===== src/design/asrc_pkg.sv =====
// constants and types for the asynchronous static memory port controller
// ----------------------------------------------------------------------
// Overview of operation
// cs_n or oe_n high: memory floats io_bus
// read: cs_n, oe_n low, store_n high
// write while cs_n and store_n low
// oe_n falling after store_n: bus stays floated
// cs_n falling after store_n: bus floated
// cs_n rising before store_n: bus floated
// read address stable at least 15 ns
// data valid 15 ns after cs_n low
// data valid 6 ns after oe_n low
// old data held 5 ns after address change
// drive no sooner 5 ns, release 6 ns
// oe_n: drive from 0 ns, float 6 ns
// address setup 0/12 ns, store_n 12, cycle 15
// write data 7 ns before end, hold 0
// store_n falling releases bus within 6 ns
// no drive 5 ns after store_n rises
// cs_n write: cs_n low 10 ns, hold 0
// turn-off faster than turn-on, no contention
// 262,144 words of 4 bits, 18 addresses
// round minima up, sample after maximum access
// ----------------------------------------------------------------------
package asrc_pkg;
	localparam int ADDR_W = 18;
	localparam int DATA_W = 4;
	localparam int CLK_PS = 4000;
	// times in picoseconds, as printed in ns
	localparam int T_ADDR_TO_VALID_PS = 15000;
	localparam int T_SELECT_TO_VALID_PS = 15000;
	localparam int T_OE_TO_VALID_PS = 6000;
	localparam int T_CYCLE_PS = 15000;
	localparam int T_STORE_LOW_PS = 12000;
	localparam int T_ADDR_TO_END_PS = 12000;
	localparam int T_DATA_TO_END_PS = 7000;
	localparam int T_FLOAT_PS = 6000;
	localparam int T_TURN_ON_PS = 5000;
	// least times round up, never under one cycle
	function automatic int cyc_up(input int ps);
		int c;
		c = (ps + CLK_PS - 1) / CLK_PS;
		return (c < 1) ? 1 : c;
	endfunction
	localparam int RD_ACCESS_CYC = cyc_up(T_ADDR_TO_VALID_PS > T_SELECT_TO_VALID_PS ?
		T_ADDR_TO_VALID_PS : T_SELECT_TO_VALID_PS);
	localparam int WR_PULSE_CYC = cyc_up(T_STORE_LOW_PS > T_ADDR_TO_END_PS ?
		T_STORE_LOW_PS : T_ADDR_TO_END_PS);
	localparam int WR_DATA_CYC = cyc_up(T_DATA_TO_END_PS);
	localparam int CYCLE_CYC = cyc_up(T_CYCLE_PS);
	localparam int FLOAT_CYC = cyc_up(T_FLOAT_PS);
	localparam int CNT_W = 4;
	localparam logic [CNT_W-1:0] CNT_ZERO = 4'h0;
	localparam logic [CNT_W-1:0] CNT_ONE = 4'h1;
	localparam logic [CNT_W-1:0] RD_ACCESS_N = CNT_W'(RD_ACCESS_CYC);
	localparam logic [CNT_W-1:0] WR_PULSE_N = CNT_W'(WR_PULSE_CYC);
	localparam logic [CNT_W-1:0] CYCLE_N = CNT_W'(CYCLE_CYC);
	localparam logic [CNT_W-1:0] FLOAT_N = CNT_W'(FLOAT_CYC);
	typedef enum logic [2:0] {
		ASRC_IDLE = 3'h0,
		ASRC_RD = 3'h1,
		ASRC_WR = 3'h2,
		ASRC_RECOVER = 3'h3
	} asrc_state_t;
endpackage


===== src/design/asrc_timer.sv =====
// down-counter that times each phase of a memory cycle
`timescale 1ns/100ps
module asrc_timer (
	// clock and reset
	input wire logic clk,
	input wire logic rst_n,
	// load and status
	input wire logic load,
	input wire logic [asrc_pkg::CNT_W-1:0] load_val,
	output logic done
);
	logic [asrc_pkg::CNT_W-1:0] cnt_q, cnt_d;

	// a load wins over counting so back-to-back phases never lose a cycle
	always_comb begin
		cnt_d = cnt_q;
		if (load) begin
			cnt_d = load_val;
		end else if (cnt_q != asrc_pkg::CNT_ZERO) begin
			cnt_d = cnt_q - asrc_pkg::CNT_ONE;
		end
	end

	// registered count
	always_ff @(posedge clk) begin
		if (!rst_n) begin
			cnt_q <= asrc_pkg::CNT_ZERO;
		end else begin
			cnt_q <= cnt_d;
		end
	end

	// done in the last counted cycle
	assign done = (cnt_q == asrc_pkg::CNT_ONE);
endmodule


===== src/design/asrc_ctrl.sv =====
// controller that drives an asynchronous 256K x 4 static memory
`timescale 1ns/100ps
module asrc_ctrl (
	// clock and reset
	input wire logic clk,
	input wire logic rst_n,
	// user request
	input wire logic req_valid,
	output logic req_ready,
	input wire logic req_write,
	input wire logic [asrc_pkg::ADDR_W-1:0] req_addr,
	input wire logic [asrc_pkg::DATA_W-1:0] req_wdata,
	// user read answer
	output logic rsp_valid,
	output logic [asrc_pkg::DATA_W-1:0] rsp_rdata,
	// memory pins
	output logic [asrc_pkg::ADDR_W-1:0] addr_lines,
	output logic cs_n,
	output logic oe_n,
	output logic store_n,
	input wire logic [asrc_pkg::DATA_W-1:0] io_bus_i,
	output logic [asrc_pkg::DATA_W-1:0] io_bus_o,
	output logic io_bus_oe_n
);
	asrc_pkg::asrc_state_t state_q, state_d;
	logic [asrc_pkg::ADDR_W-1:0] addr_q, addr_d;
	logic [asrc_pkg::DATA_W-1:0] wdata_q, wdata_d, rdata_q, rdata_d;
	logic cs_n_q, cs_n_d, oe_n_q, oe_n_d, st_n_q, st_n_d, drv_n_q, drv_n_d;
	logic rsp_q, rsp_d;
	logic load;
	logic [asrc_pkg::CNT_W-1:0] load_val;
	logic done;

	// ----------------------------------------------------------------
	// phase timer
	// ----------------------------------------------------------------
	asrc_timer u_timer (
		.clk(clk),
		.rst_n(rst_n),
		.load(load),
		.load_val(load_val),
		.done(done)
	);

	// ----------------------------------------------------------------
	// cycle sequencer
	// ----------------------------------------------------------------
	// reads hold address and strobes for the full access time; writes are
	// store_n controlled with oe_n held high so the memory never drives
	always_comb begin
		state_d = state_q;
		addr_d = addr_q;
		wdata_d = wdata_q;
		rdata_d = rdata_q;
		cs_n_d = cs_n_q;
		oe_n_d = oe_n_q;
		st_n_d = st_n_q;
		drv_n_d = drv_n_q;
		rsp_d = 1'b0;
		load = 1'b0;
		load_val = asrc_pkg::CNT_ZERO;
		unique case (state_q)
			asrc_pkg::ASRC_IDLE: begin
				if (req_valid) begin
					addr_d = req_addr;
					cs_n_d = 1'b0;
					load = 1'b1;
					if (req_write) begin
						// address set up before store_n falls, 0 ns is enough
						wdata_d = req_wdata;
						st_n_d = 1'b0;
						oe_n_d = 1'b1;
						drv_n_d = 1'b0;
						load_val = asrc_pkg::WR_PULSE_N;
						state_d = asrc_pkg::ASRC_WR;
					end else begin
						oe_n_d = 1'b0;
						st_n_d = 1'b1;
						load_val = asrc_pkg::RD_ACCESS_N;
						state_d = asrc_pkg::ASRC_RD;
					end
				end
			end
			asrc_pkg::ASRC_RD: begin
				if (done) begin
					// sample only after the slowest access delay has passed
					rdata_d = io_bus_i;
					rsp_d = 1'b1;
					cs_n_d = 1'b1;
					oe_n_d = 1'b1;
					load = 1'b1;
					load_val = asrc_pkg::FLOAT_N;
					state_d = asrc_pkg::ASRC_RECOVER;
				end
			end
			asrc_pkg::ASRC_WR: begin
				if (done) begin
					// store_n and cs_n rise together; data held one more cycle
					st_n_d = 1'b1;
					cs_n_d = 1'b1;
					load = 1'b1;
					load_val = asrc_pkg::FLOAT_N;
					state_d = asrc_pkg::ASRC_RECOVER;
				end
			end
			asrc_pkg::ASRC_RECOVER: begin
				// memory turn-off is done before anyone drives again
				drv_n_d = 1'b1;
				if (done) begin
					state_d = asrc_pkg::ASRC_IDLE;
				end
			end
			default: begin
				state_d = asrc_pkg::ASRC_IDLE;
			end
		endcase
	end

	// sequencer registers; strobes idle high so the memory is deselected
	always_ff @(posedge clk) begin
		if (!rst_n) begin
			state_q <= asrc_pkg::ASRC_IDLE;
			addr_q <= '0;
			wdata_q <= '0;
			rdata_q <= '0;
			cs_n_q <= 1'b1;
			oe_n_q <= 1'b1;
			st_n_q <= 1'b1;
			drv_n_q <= 1'b1;
			rsp_q <= 1'b0;
		end else begin
			state_q <= state_d;
			addr_q <= addr_d;
			wdata_q <= wdata_d;
			rdata_q <= rdata_d;
			cs_n_q <= cs_n_d;
			oe_n_q <= oe_n_d;
			st_n_q <= st_n_d;
			drv_n_q <= drv_n_d;
			rsp_q <= rsp_d;
		end
	end

	// ----------------------------------------------------------------
	// outputs
	// ----------------------------------------------------------------
	// WR_PULSE covers the 15 ns cycle too since setup is 0 and recovery adds
	assign req_ready = (state_q == asrc_pkg::ASRC_IDLE);
	assign rsp_valid = rsp_q;
	assign rsp_rdata = rdata_q;
	assign addr_lines = addr_q;
	assign cs_n = cs_n_q;
	assign oe_n = oe_n_q;
	assign store_n = st_n_q;
	assign io_bus_o = wdata_q;
	assign io_bus_oe_n = drv_n_q;
endmodule


===== config.mk =====
export PLATFORM = sky130hd
export DESIGN_NAME = asrc_ctrl
export DESIGN_NICKNAME = d
export VERILOG_FILES = /design/src/design/asrc_pkg.sv /design/src/design/asrc_timer.sv /design/src/design/asrc_ctrl.sv
export SDC_FILE = /design/constraint.sdc
export NUM_CORES = 1
export LEC_CHECK = 0
export BUFFER_PORTS_ARGS = -buffer_cell sky130_fd_sc_hd__buf_4
export CORE_ASPECT_RATIO = 2
export CORE_MARGIN = 2
export CORE_UTILIZATION = 43
export DETAILED_ROUTE_END_ITERATION = 6
export PLACE_DENSITY_LB_ADDON = 0.15
export SLEW_MARGIN = 20
export SYNTH_ARGS = -nofsm -noshare
export SYNTH_HDL_FRONTEND = slang
export SYNTH_SLANG_ARGS = --single-unit

===== constraint.sdc =====
create_clock -name clk -period 1.6 [get_ports clk]
set_input_delay 0.32 -clock clk [delete_from_list [all_inputs] [get_ports clk]]
set_output_delay 0.32 -clock clk [all_outputs]
set_load 0.05 [all_outputs]

# [After elaboration in Yosys (flattened, before gate mapping)]
# Index checks and enable logic that the tools add are counted.
[classes] addsub=1 eq_ne=10 mux=26 n_reduce_logical=17
[op_table] op="AND reduction 3 bit" n=6
[op_table] op="two-way mux 3 bit" n=5
[op_table] op="two-way mux 1 bit" n=10
[op_table] op="one-hot mux 1 bit (2 select lines)" n=5
[op_table] op="nonzero test 2 bit" n=5
[op_table] op="one-hot mux 3 bit (3 select lines)" n=1
[op_table] op="two-way mux 4 bit" n=2
[op_table] op="!= test 2 bit (second input constant)" n=4
[op_table] op="== test 3 x 2 -> 1 bit (second input constant)" n=2
[op_table] op="one-hot mux 3 bit (2 select lines)" n=1
[op_table] op="AND reduction 2 bit" n=3
[op_table] op="== test 4 x 1 -> 1 bit (second input constant)" n=1
[op_table] op="two-way mux 2 bit" n=2
[op_table] op="!= test 2 x 1 -> 1 bit (second input constant)" n=2
[op_table] op="nonzero test 4 bit" n=1
[op_table] op="subtractor 4 x 1 -> 4 bit (second input constant)" n=1
[op_table] op="== test 3 x 1 -> 1 bit (second input constant)" n=1
[op_table] op="zero test 3 bit" n=1
[op_table] op="OR reduction 2 bit" n=1
[word_totals] ff_bits=38 in_bits=30 output_inout_bits=32 wordCells=64

# [Logic depth before layout (Yosys ltp)]
[logic_depth] depth_word=4 ltp_mapped=7 depth_no_buf=5

# [By module]
# Synthesis repeated with hierarchy kept, for this count alone.
[hier_totals] hier_cells=188 hier_area_um2=1667.8
[modules_own_cells] module="asrc_ctrl" n_inst=1 cells_per_inst=161 area_each_um2=1416.4 seq_area_each_um2=660.6
[modules_own_cells] module="asrc_timer" n_inst=1 cells_per_inst=27 area_each_um2=251.5 seq_area_each_um2=80.1

# [Least setup slack after synthesis]
# No wires, ideal clock.
[synth_path] path_type="reg-to-reg" startpoint="register state_q[0]" endpoint="register u_timer.cnt_q[2] (netlist name)" setup_time_ns=0.087 arrival_time_ns=1.747 required_time_ns=1.513 path_slack_ns=-0.234 path_stages_with_launch=8 n_path_buf=2 period_less_slack_ns=1.834 cell_sequence="dfxtp_1 inv_1 ha_1 and2_1 buf_2 clkbuf_1 nand3_1 o31ai_1"
[synth_between] elab_cells_between_ends=8 classes_between="eq/ne: 2; mux: 3; reduce/logical: 3"
[synth_lines] element="start, declared" line="asrc_ctrl.sv:25" text="asrc_pkg::asrc_state_t state_q, state_d;"
[synth_lines] element="start signal, assigned" line="asrc_ctrl.sv:122" text="state_q <= asrc_pkg::ASRC_IDLE;"
[synth_lines] element="start signal, assigned" line="asrc_ctrl.sv:132" text="state_q <= state_d;"
[synth_lines] element="zero test 3 bit (*)"
[synth_lines] element="via req_ready" line="asrc_ctrl.sv:9" text="output logic req_ready,"
[synth_lines] element="one-hot mux 3 bit (2 select lines) / one-hot mux 1 bit (2 select lines) (equally long branches)" line="asrc_ctrl.sv:62" text="unique case (state_q)"
[synth_lines] element="two-way mux 4 bit / nonzero test 2 bit (equally long branches)"
[synth_lines] element="end signal, assigned" line="asrc_timer.sv:27" text="cnt_q <= asrc_pkg::CNT_ZERO;"
[synth_lines] element="end signal, assigned" line="asrc_timer.sv:29" text="cnt_q <= cnt_d;"
[synth_lines] element="end, declared" line="asrc_timer.sv:12" text="logic [asrc_pkg::CNT_W-1:0] cnt_q, cnt_d;"
# Mark *: on every way through the listed nets, which the timed path passes. The rest lies on a longest branch.
# A chain may end at the register's enable or synchronous reset.

# [Final worst setup path]
[layout_path] startpoint="register u_timer.cnt_q[1] (netlist name)" endpoint="register state_q[1]"
[layout_between] elab_chain_len=3 elab_cells_between_ends=4 classes_between="eq/ne: 3; reduce/logical: 1"
[layout_rtl] element="== test 4 x 1 -> 1 bit (*)" line="asrc_timer.sv:34" text="assign done = (cnt_q == asrc_pkg::CNT_ONE);"
[layout_rtl] element="!= test 2 bit (no source line) / != test 2 x 1 -> 1 bit (equally long branches)"
[layout_rtl] element="AND reduction 3 bit (no source line) (*)"
# Mark *: on every way between the ends. The rest lies on a longest branch, timed or not.

==> out/metrics.cfg <==
[global_route]
grt_max_degree = 21
antenna_found_initial = 0
grt_remaining_overflow = 0
grt_pass1_vias = 1589
grt_use_total_pct = 21.8
grt_pass1_wl_um = 6740

[critical_path]
startpoint_type = flip-flop
required_ns = 1.82
rr_startpoint = u_timer.cnt_q[1]
crit_type = flip-flop to flip-flop
r2r_slack_ns = 0.06
worstPathArrival_ns = 1.76
timing.rr.end = state_q[1]
critPathMaxFanout = 4
crit_start = u_timer.cnt_q[1]
critical_path.endpoint_type = flip-flop
crit_path_end = state_q[1]
ff2ff_path_depth = 5

[floorplanning]
dieArea_sq_mm = 0.00423
die_height_um = 90.0
design.core.area_sq_mm = 0.00357
chipWidth_um = 47.0
ios = 62
num_rows = 31
initial_core_util_pct = 44.6

[timing]
finalSetupViolCount = 0
period_share_pct = 96.5
setup_tns_ns = 0
hold_viol = 0
rsz0062_at_grt = no
max_freq_mhz = 648
slew_headroom_pct = 76.5
finalMaxSlewViolations = 0
fin_skew_ns = 0.00289
finalCriticalPeriod_ns = 1.54
tightest_slew_ns = 0.352

[clock_tree]
holdBufCountCts = 0
clock-sinks = 37
numCtsBuffers = 5
h-tree-depth = 2
cts_tree = built
clock_latency_ns = 0.29
clkSlewWorstSetupHoldPaths_ns = 0.07
cts_buffer_depth = 2
root_buffer = clkbuf_8
post_cts_buffers = 0

[cells_and_area]
final_util_pct = 63.5
drive_gt1_share_pct = 34.6
finalNonFillerCells = 303
final_cell_area_sq_mm = 0.00227
nNetsFinal = 291
diodes = 0
fill_cells = 338
syn_to_final_growth_pct = 42.4

[yosys]
synth.distinct_cells = 32
async_reset_ff_share_pct = 0
yosysMostFrequentCell = nand2_1
synth_area_leaders = dfxtp_1 47%, nand2_1 9.9%, a21oi_1 7.9%
synth_edf_count = 0
netlist_area_sq_mm = 0.00159
syn_nets = 225
avgSynthCellArea_sq_um = 8.47
yosysWarningCount = 0
synthCells = 188
yosys.area.top_type_share_pct = 46.5
ys_seq_area_share_pct = 46.5
synth_top_area_cell = dfxtp_1
synth_common_cells = 42 x nand2_1, 37 x dfxtp_1, 25 x a21oi_1
ys.flop_type = dfxtp_1
ys_seq_elements = 37

[run_status]
status = complete, no violations

[power]
power_uw = 3830
powerDensity_mw_per_mm2 = 1690
max-vdd-ir-drop_mv = 0.999
p_leak_uw = 0.000986

[routing]
wirelength_um = 3990
first_iter_violations = 48
vias_per_cell = 5.08
via_count = 1538
dr.pass1.iters = 4
wl_per_cell_um = 13.2
final_antenna_net_count = 0
drc = 0

[placement]
routabilityCongestion = 0.846
numPortBuffers = 61
dpl_cell_area_sq_mm = 0.00215
dp.cells = 296
dp_hpwl_um = 2970

[hold_path]
hold_class = input pin to flip-flop

[run]
drv_cap = 0

==> per-stage QoR <==
step           hold slack (ns)  setup WS (ns)
3_5_place_dp             0.447        -0.0196
2_1_floorplan            0.456         0.0708
6_report                 0.259         0.0565
3_3_place_gp             0.443         0.0354
4_1_cts                  0.255         0.0445
5_1_grt                  0.263         0.0124
==> state kept, by name (all words and copies together) (netlist names) <==
signal	count
addr_lines	18
rsp_rdata	4
state_q	2
store_n	1
io_bus_o	4
io_bus_oe_n	1
rsp_valid	1
u_timer.cnt_q	4
oe_n	1
cs_n	1
==> worst max-delay path, cell delays in order, from the launching register on <==
cell and delay (ns):
dfxtp_1 0.33, inv_2 0.10, ha_4 0.15, or3b_4 0.38, a211o_1 0.34, a211oi_2 0.17
==> routing by layer <==
metal  vias up  part of all wire (%)  global-route usage (%)
met1       707                    37                    21.7
met3         9                   5.6                    6.02
met2        53                    55                    37.3
li1        769                     -                       -
met5         -                     0                       0
met4         0                   2.6                    11.8
==> layout by cell type (no fill, tap or decap), drive strengths merged, types with 3 or more instances in the layout <==
cell type,instances
nor2b,4
nand2,42
dfxtp,37
nor3,5
mux2i,7
ha,7
a21oi,25
o21ai,6
and2,3
buf,70
inv,7
nand3,6
nor2,6
clkbuf,6
==> worst min-delay path by stage <==
stage | cells after the start | slack (ns) | to | from
after floorplan | 2 | 0.46 | addr_lines[0] | req_addr[0]
after global placement | 2 | 0.44 | addr_lines[15] | addr_lines[15]
after detailed placement | 2 | 0.45 | addr_lines[1] | addr_lines[1]
after CTS | 3 | 0.26 | rsp_rdata[3] | io_bus_i[3]
after global routing | 3 | 0.26 | addr_lines[8] | req_addr[8]
final | 3 | 0.26 | rsp_rdata[3] | io_bus_i[3]
==> cells by family after synthesis <==
family / count (synthesis) / synth area share [%]
buffers and inverters: 18 / 4.48
AOI/OAI and AO/OA: 44 / 16.4
DFF: 37 / 46.5
muxes: 7 / 4.40
and+or+nand+nor: 75 / 22.7
adders and majority gates: 7 / 5.50
==> power breakdown <==
group          switching [uW]  total, uW  internal (uW)  leakage (uW)
sequential                149       1270           1120      0.000304
clock                     335        675            340     0.0000433
combinational            1140       1890            752      0.000639
==> timing repair <==
item | 4_1_cts | 5_1_grt
pin swaps | 0 | 0
resized for setup | 5 | 4
endpoints found under the hold margin | 0 | 0
endpoints found under the setup margin | 3 | 1
cloned | 0 | 0
==> area by class of cell <==
type / count / area (sq um) / area share (%)
clock inverters: 1 / 7.51 / 0.331
repair buffers: 70 / 526 / 23.2
inverters: 7 / 26.3 / 1.16
multi-input cells: 133 / 821 / 36.2
clock buffers: 6 / 82.6 / 3.64
flip-flops and latches: 37 / 742 / 32.7
well taps: 49 / 61.3 / 2.71
Power figures use the tool's default switching activity.
